## config.mk

```make
export PLATFORM = sky130hd
export DESIGN_NAME = ccasc_regs
export DESIGN_NICKNAME = d
export VERILOG_FILES = /design/src/ccasc_pkg.sv /design/src/ccasc_decide.sv /design/src/ccasc_regs.sv /design/src/ccasc_win_timer.sv
export SDC_FILE = /design/constraint.sdc
export NUM_CORES = 1
export LEC_CHECK = 0
export ABC_CLOCK_PERIOD_IN_PS = 2440
export BUFFER_PORTS_ARGS = -buffer_cell sky130_fd_sc_hd__buf_2
export CORE_MARGIN = 10
export CORE_UTILIZATION = 41
export CTS_CLUSTER_SIZE = 20
export DETAILED_ROUTE_END_ITERATION = 7
export PLACE_DENSITY = 0.61
export SYNTH_ARGS = -nofsm -noshare
export SYNTH_HDL_FRONTEND = slang
export SYNTH_SLANG_ARGS = --single-unit
```

## constraint.sdc

```tcl
create_clock -name ref_clk -period 2.44 [get_ports ref_clk]
set_input_delay 0.488 -clock ref_clk [delete_from_list [all_inputs] [get_ports ref_clk]]
set_output_delay 0.488 -clock ref_clk [all_outputs]
set_load 0.1 [all_outputs]
```

## src/ccasc_pkg.sv

```systemverilog
// Shared constants, register layouts and state codes for the channel assessment registers.
// Assumes a single 100 MHz clock domain and byte-wide register accesses.
package ccasc_pkg;

  // Register addresses on the host register port
  localparam logic [7:0] STATUS_ADDR  = 8'h01;
  localparam logic [7:0] CONTROL_ADDR = 8'h08;

  // Reset values of the control fields
  localparam logic [1:0] METHOD_RESET  = 2'h1;
  localparam logic [4:0] CHANNEL_RESET = 5'h0B;

  // Reserved status bit reads as this value
  localparam logic RSVD_READ = 1'b0;

  // Assessment window and clock rate
  localparam int WINDOW_US     = 128;
  localparam int CLK_MHZ       = 100;
  localparam int WINDOW_CYCLES = WINDOW_US * CLK_MHZ;

  // Assessment method select encoding
  typedef enum logic [1:0] {
    CS_OR_ED  = 2'b00,
    ED_ONLY   = 2'b01,
    CS_ONLY   = 2'b10,
    CS_AND_ED = 2'b11
  } ccasc_method_e;

  // Measurement sequencer states
  typedef enum logic [1:0] {
    ST_IDLE    = 2'b00,
    ST_MEASURE = 2'b01,
    ST_FINISH  = 2'b10
  } ccasc_state_e;

  // Status register layout, bit 7 down to bit 0
  typedef struct packed {
    logic       done;
    logic       idle;
    logic       rsvd;
    logic [4:0] trxState;
  } ccasc_status_s;

  // Control register layout, bit 7 down to bit 0
  typedef struct packed {
    logic       trigger;
    logic [1:0] method;
    logic [4:0] channel;
  } ccasc_control_s;

  // One register access request from the host port
  typedef struct packed {
    logic       wrEn;
    logic       rdEn;
    logic [7:0] addr;
    logic [7:0] wrData;
  } ccasc_req_s;

endpackage : ccasc_pkg

```

## src/ccasc_decide.sv

```systemverilog
// Combines carrier-sense and energy observations into an idle/busy verdict.
// Assumes the observations were gathered over the whole assessment window.
`timescale 1ns/100ps
module ccasc_decide
  import ccasc_pkg::*;
(
  input  wire logic       [1:0] method,
  input  wire logic             carrierSeen,
  input  wire logic             energySeen,
  output logic                  channelIdle
);
  logic busy;

  // Busy decision per selected method
  always_comb begin
    busy = 1'b0;
    case (ccasc_method_e'(method))
      CS_OR_ED:  busy = carrierSeen | energySeen;
      ED_ONLY:   busy = energySeen;
      CS_ONLY:   busy = carrierSeen;
      CS_AND_ED: busy = carrierSeen & energySeen;
      default:   busy = 1'b0;
    endcase
  end

  // Idle reads as one, busy as zero
  assign channelIdle = ~busy;
endmodule : ccasc_decide

```

## src/ccasc_regs.sv

```systemverilog
// Channel assessment status and control registers with the measurement sequencer.
// Assumes register requests, transceiver state and radio observations are synchronous to ref_clk.
// Assumes host strobes last one cycle and read data is taken in the cycle after the strobe.
`timescale 1ns/100ps
module ccasc_regs
  import ccasc_pkg::*;
#(
  parameter int WINDOW_LEN = WINDOW_CYCLES
) (
  input  wire logic             ref_clk,
  input  wire logic             srst,
  input  wire logic             clkEn,
  input  wire ccasc_req_s       hostReq,
  output logic       [7:0]      regRdData,
  output logic                  regRdValid,
  input  wire logic  [4:0]      trxState,
  input  wire logic             rxListen,
  input  wire logic             rxBusy,
  input  wire logic             carrierSense,
  input  wire logic             energyAbove,
  output logic       [4:0]      channel,
  output logic       [1:0]      assessMethod,
  output logic                  assessCompleteIrq,
  output logic                  measuring
);

  // Address match used by both read and write decode
  // Exact match only: the register port has no aliases or mirrored offsets
  function automatic logic addrHit(input logic [7:0] addr, input logic [7:0] target);
    addrHit = (addr == target);
  endfunction : addrHit

  // Write strobe aimed at the control register
  // Shared by the trigger decode and the method and channel update
  function automatic logic ctrlWrite(input ccasc_req_s req);
    ctrlWrite = req.wrEn && addrHit(req.addr, CONTROL_ADDR);
  endfunction : ctrlWrite

  // Value returned after reset and for unmapped reads
  localparam logic [7:0] UNMAPPED_READ = 8'h00;

  ccasc_state_e   state;
  ccasc_state_e   next_state;
  ccasc_control_s wrCtrl;
  ccasc_status_s  statusView;
  ccasc_control_s controlView;

  // Status flags and window observations
  logic doneFlag;
  logic idleFlag;
  logic carrierSeen;
  logic energySeen;
  logic skipMeasure;
  logic pendTrig;

  // Trigger decode
  logic wrTrig;
  logic trigNow;
  logic inRx;
  logic takeTrig;

  // Timer handshake and verdict
  logic startTimer;
  logic abortTimer;
  logic winExpire;
  logic winRunning;
  logic decidedIdle;
  logic finishEvt;

  // Write data viewed as control fields
  // The trigger bit is decoded here and never stored as a field
  assign wrCtrl = ccasc_control_s'(hostReq.wrData);

  // A write of one to the trigger bit requests a measurement
  // Writes with the trigger low only change method and channel
  assign wrTrig = clkEn && ctrlWrite(hostReq) && wrCtrl.trigger;

  // Triggers seen during the finish cycle are replayed afterwards
  // Replaying keeps a host write from being lost when it meets a completion
  assign trigNow = wrTrig || pendTrig;

  // Either receive state permits a real measurement
  // Both receive states share one fixed window length
  assign inRx = rxListen || rxBusy;

  // Trigger is taken in idle and measure states only
  // In the finish cycle it would clear done before software could see it,
  // and on the expiry edge it would race the verdict, so both cases wait
  assign takeTrig   = trigNow && (state != ST_FINISH) && !(state == ST_MEASURE && winExpire);
  assign startTimer = takeTrig && inRx;
  assign abortTimer = takeTrig && !inRx;
  assign finishEvt  = clkEn && (state == ST_FINISH);

  // Window timer for the receive-state observation
  // Start and expiry never meet: takeTrig is held off in the expiry cycle
  ccasc_win_timer #(
    .CYCLES (WINDOW_LEN)
  ) u_timer (
    .ref_clk (ref_clk),
    .srst    (srst),
    .clkEn   (clkEn),
    .start   (startTimer),
    .abort   (abortTimer),
    .expire  (winExpire),
    .running (winRunning)
  );

  // Verdict from the accumulated observations
  // The method is read live, so a write during the window changes the verdict
  ccasc_decide u_decide (
    .method      (assessMethod),
    .carrierSeen (carrierSeen),
    .energySeen  (energySeen),
    .channelIdle (decidedIdle)
  );

  // Next-state decode for the sequencer
  // A retrigger while measuring restarts the window unless the radio left receive
  always_comb begin
    next_state = state;
    case (state)
      ST_IDLE: begin
        if (takeTrig) begin
          next_state = inRx ? ST_MEASURE : ST_FINISH;
        end
      end
      ST_MEASURE: begin
        if (winExpire) begin
          next_state = ST_FINISH;
        end else if (takeTrig && !inRx) begin
          next_state = ST_FINISH;
        end
      end
      ST_FINISH: begin
        next_state = ST_IDLE;
      end
      default: begin
        next_state = ST_IDLE;
      end
    endcase
  end

  // Sequencer state register
  // Clock enable low freezes the sequencer and the window together
  always_ff @(posedge ref_clk) begin
    if (srst) begin
      state <= ST_IDLE;
    end else if (clkEn) begin
      state <= next_state;
    end
  end

  // Remember whether this completion follows a skipped measurement
  // Sampled when the trigger is taken, since the receive state may change later
  always_ff @(posedge ref_clk) begin
    if (srst) begin
      skipMeasure <= 1'b0;
    end else if (clkEn) begin
      if (takeTrig) begin
        skipMeasure <= !inRx;
      end
    end
  end

  // Hold a trigger that lands in the finish cycle or on window expiry
  // Only one trigger is remembered; further ones in the same gap merge into it
  always_ff @(posedge ref_clk) begin
    if (srst) begin
      pendTrig <= 1'b0;
    end else if (clkEn) begin
      if (trigNow && !takeTrig) begin
        pendTrig <= 1'b1;
      end else if (takeTrig) begin
        pendTrig <= 1'b0;
      end
    end
  end

  // Gather carrier and energy observations across the window
  // Sticky OR: one active cycle anywhere in the window keeps that observation set until the next trigger
  always_ff @(posedge ref_clk) begin
    if (srst) begin
      carrierSeen <= 1'b0;
      energySeen  <= 1'b0;
    end else if (clkEn) begin
      if (takeTrig) begin
        carrierSeen <= 1'b0;
        energySeen  <= 1'b0;
      end else if (winRunning) begin
        carrierSeen <= carrierSeen | carrierSense;
        energySeen  <= energySeen | energyAbove;
      end
    end
  end

  // Done flag: cleared on trigger, set on completion, set wins
  // A trigger is never taken in the finish cycle, so the two never collide
  always_ff @(posedge ref_clk) begin
    if (srst) begin
      doneFlag <= 1'b0;
    end else if (clkEn) begin
      if (finishEvt) begin
        doneFlag <= 1'b1;
      end else if (takeTrig) begin
        doneFlag <= 1'b0;
      end
    end
  end

  // Idle result: cleared on trigger, loaded with the verdict on completion
  // A skipped measurement reports busy, so a stale idle verdict is never shown
  always_ff @(posedge ref_clk) begin
    if (srst) begin
      idleFlag <= 1'b0;
    end else if (clkEn) begin
      if (finishEvt) begin
        idleFlag <= skipMeasure ? 1'b0 : decidedIdle;
      end else if (takeTrig) begin
        idleFlag <= 1'b0;
      end
    end
  end

  // Completion interrupt event, one cycle per finished assessment
  // Registered so the pulse lines up with the done flag becoming visible
  always_ff @(posedge ref_clk) begin
    if (srst) begin
      assessCompleteIrq <= 1'b0;
    end else if (clkEn) begin
      assessCompleteIrq <= finishEvt;
    end
  end

  // Busy indication while an assessment is outstanding
  // Registered from the next state so it tracks the sequencer edge for edge
  always_ff @(posedge ref_clk) begin
    if (srst) begin
      measuring <= 1'b0;
    end else if (clkEn) begin
      measuring <= (next_state != ST_IDLE);
    end
  end

  // Method and channel fields, written through the control register
  // The trigger bit is not stored; only method and channel persist
  always_ff @(posedge ref_clk) begin
    if (srst) begin
      assessMethod <= METHOD_RESET;
      channel      <= CHANNEL_RESET;
    end else if (clkEn) begin
      if (ctrlWrite(hostReq)) begin
        assessMethod <= wrCtrl.method;
        channel      <= wrCtrl.channel;
      end
    end
  end

  // Read views of both registers
  // Status bits 4..0 pass the transceiver state through live, unlatched
  always_comb begin
    statusView.done     = doneFlag;
    statusView.idle     = idleFlag;
    statusView.rsvd     = RSVD_READ;
    statusView.trxState = trxState;
    controlView.trigger = 1'b0;
    controlView.method  = assessMethod;
    controlView.channel = channel;
  end

  // Registered read data, zero for unmapped addresses
  // Data holds between reads so a slow host may sample it late
  always_ff @(posedge ref_clk) begin
    if (srst) begin
      regRdData  <= UNMAPPED_READ;
      regRdValid <= 1'b0;
    end else if (clkEn) begin
      regRdValid <= hostReq.rdEn;
      if (hostReq.rdEn) begin
        if (addrHit(hostReq.addr, STATUS_ADDR)) begin
          regRdData <= statusView;
        end else if (addrHit(hostReq.addr, CONTROL_ADDR)) begin
          regRdData <= controlView;
        end else begin
          regRdData <= UNMAPPED_READ;
        end
      end
    end
  end

endmodule : ccasc_regs

```

## src/ccasc_win_timer.sv

```systemverilog
// Down-counter that times one assessment window and pulses on expiry.
// Assumes start and enable are synchronous to ref_clk.
`timescale 1ns/100ps
module ccasc_win_timer #(
  parameter int CYCLES = 12800
) (
  input  wire logic ref_clk,
  input  wire logic srst,
  input  wire logic clkEn,
  input  wire logic start,
  input  wire logic abort,
  output logic      expire,
  output logic      running
);
  localparam int CW = (CYCLES > 1) ? $clog2(CYCLES) : 1;
  localparam logic [CW-1:0] LAST = CW'(CYCLES - 1);
  localparam logic [CW-1:0] ZERO = '0;

  logic [CW-1:0] count;

  // Load on start, count down while running, stop at zero or on abort
  always_ff @(posedge ref_clk) begin
    if (srst) begin
      count   <= '0;
      running <= 1'b0;
    end else if (clkEn) begin
      if (start) begin
        count   <= LAST;
        running <= 1'b1;
      end else if (abort) begin
        running <= 1'b0;
      end else if (running) begin
        if (count == ZERO) begin
          running <= 1'b0;
        end else begin
          count <= count - 1'b1;
        end
      end
    end
  end

  // Expiry pulse in the last counted cycle
  // Independent of start and abort so no combinational path runs back to the caller;
  // the caller must not raise start or abort in the expiry cycle
  assign expire = running && (count == ZERO) && clkEn;
endmodule : ccasc_win_timer

```

==> results.json, run 1 <==
{
  "outcome": "complete, no violations",
  "synth.avg_cell_area_sq_um": 8.95,
  "intPower_mw": 1.04,
  "syn-num-nets": 252,
  "synth_top_cell_by_area": "dfxtp_1",
  "dieArea_sq_um": 7980,
  "worstPathArrival_ns": 2.24,
  "r2r_cells": 8,
  "gp_congestion": 0.799,
  "top_usage_layer": "met2",
  "critical_path_class": "reg -> reg",
  "tns_ns": 0,
  "fmax_mhz": 490,
  "crit_slowest_cell": "dfxtp_1",
  "synth_edf_count": 0,
  "grt_max_degree": 22,
  "period_minus_slack_ns": 2.04,
  "finalCritPeriodShare_pct": 83.7,
  "core_sq_um": 4690,
  "finalHoldViolCount": 0,
  "use_met2_pct": 22.5,
  "synth_top_family_by_area": "simple AND/OR/NAND/NOR gates",
  "yosys_warnings": 0,
  "drt_iter0_markers": 137,
  "synthSimpleGateAreaFrac_pct": 25.1,
  "pwr-share-clk_pct": 41.7,
  "synth-main-ff-cell": "dfxtp_1",
  "cts.sinks": 41,
  "syn_to_final_growth_pct": 22.7,
  "dr.pass1.iters": 4,
  "holdPathStages": 3,
  "required_ns": 2.64,
  "yosysSeqAreaShare_pct": 41.7,
  "async_flop_share_pct": 0,
  "max_stage_delay_ns": 0.34,
  "cts_hold_buffers": 0,
  "nNetsFinal": 304,
  "use_met3_pct": 3.56,
  "grt_use_total_pct": 14.2,
  "cap_violations": 0,
  "finalWirelength_um": 5500,
  "grt_pass1_vias": 1784,
  "clkTransAtPathRegs_ns": 0.08,
  "yosys.area_share.adder_pct": 1.27,
  "critPathMaxFanout": 6,
  "grt-ovfl-total": 0,
  "slew_violations": 0,
  "synth_compound_gate_area_share_pct": 18.4,
  "grt_pass1_wl_um": 8850,
  "synth_top_area_share_pct": 41.7,
  "numCtsBuffers": 5,
  "sequentialPowerShare_pct": 49.1,
  "die_w_um": 89.3,
  "use_met1_pct": 18.4,
  "p_sw_mw": 0.338,
  "start_util_pct": 42.0,
  "place_hpwl_um": 4170,
  "ir_drop_uv": 313,
  "relSlewSlack_pct": 62.7,
  "p_leak_nw": 1.03,
  "post_drt_wl_per_cell_um": 16.8,
  "drc_errors": 0,
  "yosysUniqueCellTypes": 44,
  "final_common_cell": "buf_2",
  "diodes": 0,
  "cts_setup_buffers": 0,
  "hp-class": "in -> reg",
  "htreeDepth": 2,
  "setup_viol": 0,
  "critPathLaunchType": "flop",
  "final_layout_size_suffix_gt1_share_pct": 26.7,
  "die_y_um": 89.3,
  "crit_chain": "inv_1 -> ha_1 -> nor4b_2 -> nand4_1 -> o211ai_2 -> nor2_1 -> buf_4 -> o31a_1",
  "syn_inst": 220,
  "via_per_inst": 5.59,
  "ys_ff_latch": 41,
  "rsz0062_at_grt": "no",
  "insertion_delay_ns": 0.30,
  "layout_common_cells": "buf_2, dfxtp_1, nor2_1",
  "clock-root-buffer": "clkbuf_8",
  "end_kind": "flop",
  "antenna_found_initial": 0,
  "num-fill-cells": 464,
  "synthMuxAreaShare_pct": 4.57,
  "cts.path.max_buffers": 2,
  "p_comb_share_pct": 9.2,
  "post_cts_resized": 0,
  "post-place-ws_ns": 0.0755,
  "ant_nets": 0,
  "ios": 48,
  "synth_xor_area_share_pct": 4.45,
  "vias": 1828,
  "cellPowerDensity_nw_per_um2": 572,
  "switching_share_pct": 24.5,
  "fin_ws_ns": 0.399,
  "synth_area_sq_um": 1970,
  "core.rowCount": 25,
  "cts_tree": "yes",
  "skew_ns": 0.00467,
  "synth_area_leaders": "dfxtp_1, mux2i_1, nor2_1",
  "worstMarginPinSlew_ns": 0.552,
  "portBuffers": 47
}
-- routing by layer --
metal / share of wire (%) / wire, um
met5: 0 / 0
met1: 47 / 2570
met4: 1.4 / 78
met2: 48 / 2640
met3: 3.8 / 207
-- power groups by stage --
stage	clock network [mW]	logic [mW]	registers, mW
finish	0.576	0.128	0.678
global route	0.605	0.137	0.680
CTS	0.588	0.128	0.679
detailed placement	0	0.127	0.695
global placement	0	0.126	0.694
floorplan	0	0.0347	0.742
-- registers in the layout, indices dropped and copies added (netlist names), 2 cells and up --
signal / cells
assessMethod: 2
channel: 5
regRdData: 8
state: 2
u_timer.count: 14
-- worst paths after layout --
kind | endpoint | slack, ns | from
max | u_timer.count[1] | 0.40 | u_timer.count[0]
min | channel[1] | 0.40 | hostReq[1]
max reg2reg | u_timer.count[1] | 0.40 | u_timer.count[0]
min reg2reg | regRdData[5] | 0.46 | regRdData[5]
-- cells in the mapped netlist (4+ instances only) --
cell	n
clkbuf_1	8
inv_1	6
nand3_1	6
nor3_1	13
xor2_1	9
o2111ai_1	6
o21ai_1	4
buf_2	4
mux2i_1	9
a221oi_1	6
a21oi_1	13
nor2_1	21
o21ai_0	5
o211ai_1	5
dfxtp_1	41
nand2_1	15
nor2b_1	4
-- cell families (layout without fill, tap and decap cells) --
group	Yosys count	after routing
flops	41	41
mux	9	9
buf+inv	20	73
fa+ha+maj	2	2
compound gates	52	52
simple gates	86	86
xor+xnor	10	10
-- final cells by class --
type	instances	area, sq um	share of cell area (%)
inverter	6	22.5	0.932
clock buffer	6	82.6	3.42
clock inverter	2	37.5	1.55
tap	54	67.6	2.80
timing repair buffer	59	325	13.5
sequential	41	821	34.0
multi-input combinational	159	1060	43.9
-- worst max-delay path: cells and delay by family, from the launching register on --
kind            cells  cell delay (ns)
compound gates      2             0.54
buf+inv             2             0.26
simple gates        3             0.65
flops               1             0.34
fa+ha+maj           1             0.15
-- through the flow --
step                      area (sq um)  utilization [%]  hold slack (ns)  power [mW]  cells
after global placement            2300             48.9            0.442       0.821    319
after floorplan                   1970                -            0.433       0.776    220
after CTS                         2420             51.5            0.399        1.39    327
after detailed placement          2300             48.9            0.448       0.822    319
after global routing              2420             51.5            0.402        1.42    327
final                             2420             51.5            0.402        1.38    327
No activity file was read; power rests on OpenSTA's default activity.
==> run 2: changes to the inputs <==
--- a/config.mk
+++ b/config.mk
@@ -5,7 +5,7 @@
 export SDC_FILE = /design/constraint.sdc
 export NUM_CORES = 1
 export LEC_CHECK = 0
-export ABC_CLOCK_PERIOD_IN_PS = 2440
+export ABC_CLOCK_PERIOD_IN_PS = 2100
 export BUFFER_PORTS_ARGS = -buffer_cell sky130_fd_sc_hd__buf_2
 export CORE_MARGIN = 10
 export CORE_UTILIZATION = 41
==> constraint.sdc (replaced) <==
create_clock -name ref_clk -period 2.1 [get_ports ref_clk]
set_input_delay 0.42 -clock ref_clk [delete_from_list [all_inputs] [get_ports ref_clk]]
set_output_delay 0.42 -clock ref_clk [all_outputs]
set_load 0.1 [all_outputs]
==> results.json, run 2 (synthesis results as in run 1) <==
{
  "sequentialPowerShare_pct": 49.3,
  "num-fill-cells": 464,
  "final_area_sq_um": 2520,
  "cap_violations": 0,
  "place_area_sq_um": 2390,
  "p_leak_nw": 1.10,
  "setup_viol": 0,
  "p_comb_share_pct": 9.3,
  "drc_errors": 0,
  "intPower_mw": 1.21,
  "critPathMaxFanout": 9,
  "fin_util_pct": 53.7,
  "dp_cells": 332,
  "insertion_delay_ns": 0.30,
  "final_common_cell": "buf_2",
  "dieArea_sq_um": 7980,
  "via_per_inst": 5.48,
  "numCtsBuffers": 5,
  "syn_to_final_growth_pct": 27.9,
  "core_sq_um": 4690,
  "ios": 48,
  "ant_nets": 0,
  "worstPathArrival_ns": 2.19,
  "regMostFlops": "u_timer.count",
  "clkTransAtPathRegs_ns": 0.08,
  "cts.sinks": 41,
  "cts.path.max_buffers": 2,
  "dr.pass1.iters": 4,
  "top_regs": "u_timer.count x14, regRdData x8, channel x5",
  "hp-class": "in -> reg",
  "cts_hold_buffers": 0,
  "worstMarginPinSlew_ns": 0.554,
  "rsz0062_at_grt": "no",
  "diodes": 0,
  "cts_tree": "yes",
  "htreeDepth": 2,
  "die_y_um": 89.3,
  "layout_common_cells": "buf_2, dfxtp_1, buf_4",
  "post_drt_wl_per_cell_um": 16.0,
  "multi_input_area_sq_um": 1070,
  "ir_drop_uv": 436,
  "fmax_mhz": 510,
  "seq_area_sq_um": 821,
  "relSlewSlack_pct": 62.6,
  "slew_violations": 0,
  "grt-ovfl-total": 0,
  "cellPowerDensity_nw_per_um2": 635,
  "start_util_pct": 42.0,
  "skew_ns": 0.00305,
  "drt_iter0_markers": 112,
  "final_layout_size_suffix_gt1_share_pct": 29.7,
  "finalCritPeriodShare_pct": 93.3,
  "grt_pass1_wl_um": 8700,
  "cts_setup_buffers": 0,
  "outcome": "complete, no violations",
  "finalWirelength_um": 5430,
  "die_w_um": 89.3,
  "finalHoldViolCount": 0,
  "required_ns": 2.33,
  "pwr-share-clk_pct": 41.3,
  "antenna_found_initial": 0,
  "portBuffers": 47,
  "stdcell_count": 340,
  "grt_use_total_pct": 14.1,
  "grt_max_degree": 25,
  "clock-root-buffer": "clkbuf_8",
  "grt_pass1_vias": 1782,
  "largest_register_ffs": 14,
  "place_hpwl_um": 4140,
  "critPathLaunchType": "input pin",
  "core.rowCount": 25,
  "end_kind": "flop",
  "critical_path_class": "in -> reg",
  "p_sw_mw": 0.384,
  "switching_share_pct": 24.0,
  "period_minus_slack_ns": 1.96,
  "vias": 1863,
  "gp_congestion": 0.796,
  "nNetsFinal": 317
}
-- run 2: cell types whose count changed in the layout (fill, tap and decap cells not counted) --
cell	before	now
nor4b_2	1	0
clkbuf_1	0	1
clkinvlp_4	1	0
buf_4	12	25
nor4b_4	0	1
-- run 2: repair_timing --
item | 4_1_cts | 5_1_grt
resized for setup | 0 | 1
endpoints found under the hold margin | 0 | 0
endpoints found under the setup margin | 0 | 2
-- run 2: layer usage --
metal  global-route usage, %  wire length [um]  share of wire [%]
met1                    17.7              2480                 46
met2                    22.3              2630                 48
met3                    4.74               249                4.6
met4                    4.34                72                1.3
met5                       0                 0                  0
-- run 2: worst paths after layout --
check                                 startpoint          endpoint  slack (ns)  depth (start not counted)
worst max-delay path                  hostReq[8]  u_timer.count[4]        0.14                          7
worst min-delay path                  hostReq[5]   assessMethod[0]        0.33                          3
worst max register to register  u_timer.count[1]  u_timer.count[1]        0.14                          9
worst min register to register      regRdData[5]      regRdData[5]        0.46                          2
-- run 2: final cells by class --
type                       count  share of cell area (%)
multi-input combinational    159                    42.4
sequential                    41                    32.6
timing repair buffer          72                    16.8
clock buffer                   7                    3.43
tap                           54                    2.68
clock inverter                 1                    1.19
inverter                       6                   0.894
-- run 2: through the flow --
step / hold WS [ns] / TNS [ns] / worst slack (ns) / power [mW]
6_report: 0.333 / 0 / 0.140 / 1.60
5_1_grt: 0.335 / 0 / 0.0379 / 1.66
4_1_cts: 0.328 / 0 / 0.0687 / 1.61
3_5_place_dp: 0.448 / -1.13 / -0.120 / 0.957
3_3_place_gp: 0.440 / -0.433 / -0.0541 / 0.956
2_1_floorplan: 0.433 / 0 / 0.232 / 0.902
-- run 2: power groups by stage --
| stage | Clock (mW) | Sequential, mW | Combinational [mW] |
|---|---|---|---|
| floorplan | 0 | 0.862 | 0.0403 |
| finish | 0.661 | 0.788 | 0.149 |
| CTS | 0.675 | 0.788 | 0.150 |
| detailed placement | 0 | 0.807 | 0.150 |
| global route | 0.710 | 0.790 | 0.162 |
| global placement | 0 | 0.807 | 0.149 |
-- run 2: critical path, cell delays in order --
cell	delay (ns)
buf_2	0.10
nor4b_1	0.53
buf_4	0.21
a41o_1	0.21
o211ai_2	0.10
or3_1	0.50
o21ai_0	0.12
==> run 3: changes to the inputs <==
--- a/config.mk
+++ b/config.mk
@@ -5,7 +5,7 @@
 export SDC_FILE = /design/constraint.sdc
 export NUM_CORES = 1
 export LEC_CHECK = 0
-export ABC_CLOCK_PERIOD_IN_PS = 2100
+export ABC_CLOCK_PERIOD_IN_PS = 2200
 export BUFFER_PORTS_ARGS = -buffer_cell sky130_fd_sc_hd__buf_2
 export CORE_MARGIN = 10
 export CORE_UTILIZATION = 41
==> constraint.sdc (replaced) <==
create_clock -name ref_clk -period 2.2 [get_ports ref_clk]
set_input_delay 0.44 -clock ref_clk [delete_from_list [all_inputs] [get_ports ref_clk]]
set_output_delay 0.44 -clock ref_clk [all_outputs]
set_load 0.1 [all_outputs]
==> results.json, run 3 (synthesis results as in run 1) <==
{
  "p_sw_mw": 0.348,
  "gp_congestion": 0.787,
  "relSlewSlack_pct": 67.0,
  "nNetsFinal": 307,
  "grt_max_degree": 21,
  "top_regs": "u_timer.count x14, regRdData x8, channel x5",
  "dr.pass1.iters": 4,
  "r2r-end": "u_timer.count[0]",
  "rsz0062_at_grt": "no",
  "clkTransAtPathRegs_ns": 0.07,
  "holdPathStages": 3,
  "worstMarginPinSlew_ns": 0.498,
  "diodes": 0,
  "final_layout_size_suffix_gt1_share_pct": 27.3,
  "fin_ws_ns": 0.245,
  "ir_drop_uv": 396,
  "multi_input_area_sq_um": 1060,
  "grt-ovfl-total": 0,
  "via_per_inst": 5.48,
  "portBuffers": 47,
  "cp_top_family": "simple AND/OR/NAND/NOR gates",
  "rrSetupSlack_ns": 0.25,
  "cts_setup_buffers": 0,
  "hold_end": "channel[3]",
  "drc_errors": 0,
  "die_w_um": 89.3,
  "layout_common_cells": "buf_2, dfxtp_1, nor2_1",
  "skew_ns": 0.00550,
  "period_minus_slack_ns": 1.95,
  "r2r_cells": 8,
  "cts_hold_buffers": 0,
  "dieArea_sq_um": 7980,
  "p_comb_share_pct": 10.1,
  "place_hpwl_um": 4100,
  "cts.sinks": 41,
  "critical_path_cell_count": 8,
  "critPathLaunchType": "flop",
  "sequentialPowerShare_pct": 54.4,
  "ios": 48,
  "seq_area_sq_um": 821,
  "core.rowCount": 25,
  "cts.path.max_buffers": 2,
  "insertion_delay_ns": 0.29,
  "core_sq_um": 4690,
  "finalHoldViolCount": 0,
  "hp-class": "in -> reg",
  "critical_path_class": "reg -> reg",
  "p_leak_nw": 1.03,
  "total_power_mw": 1.38,
  "hp-start": "hostReq[3]",
  "ant_nets": 0,
  "setup_viol": 0,
  "post_cts_resized": 0,
  "slew_violations": 0,
  "htreeDepth": 2,
  "finalCritPeriodShare_pct": 88.9,
  "end_kind": "flop",
  "crit_chain": "inv_1 -> ha_1 -> nor4b_2 -> nand4_1 -> o211ai_2 -> nor2_1 -> buf_4 -> o31a_1",
  "vias": 1803,
  "cap_violations": 0,
  "required_ns": 2.38,
  "tns_ns": 0,
  "pwr-share-clk_pct": 35.5,
  "post_drt_wl_per_cell_um": 16.1,
  "max_stage_delay_ns": 0.34,
  "numCtsBuffers": 5,
  "critPathMaxFanout": 6,
  "worst-path-buf-inv": 2,
  "switching_share_pct": 25.2,
  "start_util_pct": 42.0,
  "cts_tree": "yes",
  "antenna_found_initial": 0,
  "final_common_cell": "buf_2",
  "post-place-ws_ns": 0.0698,
  "intPower_mw": 1.04,
  "clock-root-buffer": "clkbuf_8",
  "crit_slowest_cell": "dfxtp_1",
  "worstPathArrival_ns": 2.14,
  "largest_register_ffs": 14,
  "r2r_start": "u_timer.count[0]",
  "syn_to_final_growth_pct": 22.9,
  "fmax_mhz": 512,
  "finalWirelength_um": 5290,
  "grt_pass1_wl_um": 8720,
  "drt_iter0_markers": 88,
  "outcome": "complete, no violations",
  "num-fill-cells": 454,
  "startpoint": "u_timer.count[0]",
  "grt_pass1_vias": 1758,
  "die_y_um": 89.3,
  "regMostFlops": "u_timer.count",
  "cellPowerDensity_nw_per_um2": 572,
  "grt_use_total_pct": 13.9
}
## run 3: cell types whose count changed in the layout (fill, tap and decap cells not counted), sizes merged
cell / change
buf: -10
bufinv: -1
clkbuf: -1
clkinvlp: +1
## run 3: cell type report
type                            instances  area share (%)
Sequential cell                        41            33.9
Inverter                                6           0.930
Tap cell                               54            2.79
Timing Repair Buffer                   62            14.9
Clock buffer                            6            3.41
Clock inverter                          1           0.310
Multi-Input combinational cell        159            43.8
## run 3: how the worst max path moves through the flow
stage | slack, ns | endpoint
after CTS | 0.25 | u_timer.count[0]
after global routing | 0.05 | u_timer.count[5]
after global placement | 0.08 | u_timer.count[7]
after detailed placement | 0.07 | u_timer.count[7]
after floorplan | 0.31 | assessMethod[0]
final | 0.25 | u_timer.count[0]
## run 3: power groups by stage
stage	clock, mW	combinational, mW	sequential [mW]
2_1_floorplan	0	0.0385	0.823
3_3_place_gp	0	0.140	0.770
3_5_place_dp	0	0.141	0.770
4_1_cts	0.516	0.141	0.753
5_1_grt	0.548	0.150	0.754
6_report	0.491	0.140	0.753
## run 3: metal layers
layer	wire [um]	global-route usage [%]
met1	2390	18.1
met2	2590	21.5
met5	0	0
met4	53	3.90
met3	255	4.56
## run 3: through the flow
| step | instances | hold slack, ns | util [%] | instance area (sq um) |
|---|---|---|---|---|
| finish | 329 | 0.363 | 51.6 | 2420 |
| global route | 329 | 0.347 | 51.6 | 2420 |
| CTS | 329 | 0.350 | 51.6 | 2420 |
| detailed placement | 322 | 0.447 | 49.7 | 2330 |
| global placement | 322 | 0.441 | 49.7 | 2330 |
| floorplan | 220 | 0.433 | - | 1970 |
## run 3: worst reg2reg max path, delay by kind of cell, from the launching register on
kind | cells | cell delay [ns]
buffers and inverters | 2 | 0.27
adder cells (fa/ha/maj) | 1 | 0.15
AND/OR/NAND/NOR | 3 | 0.61
AO/OA/AOI/OAI | 2 | 0.49
flip-flops | 1 | 0.34
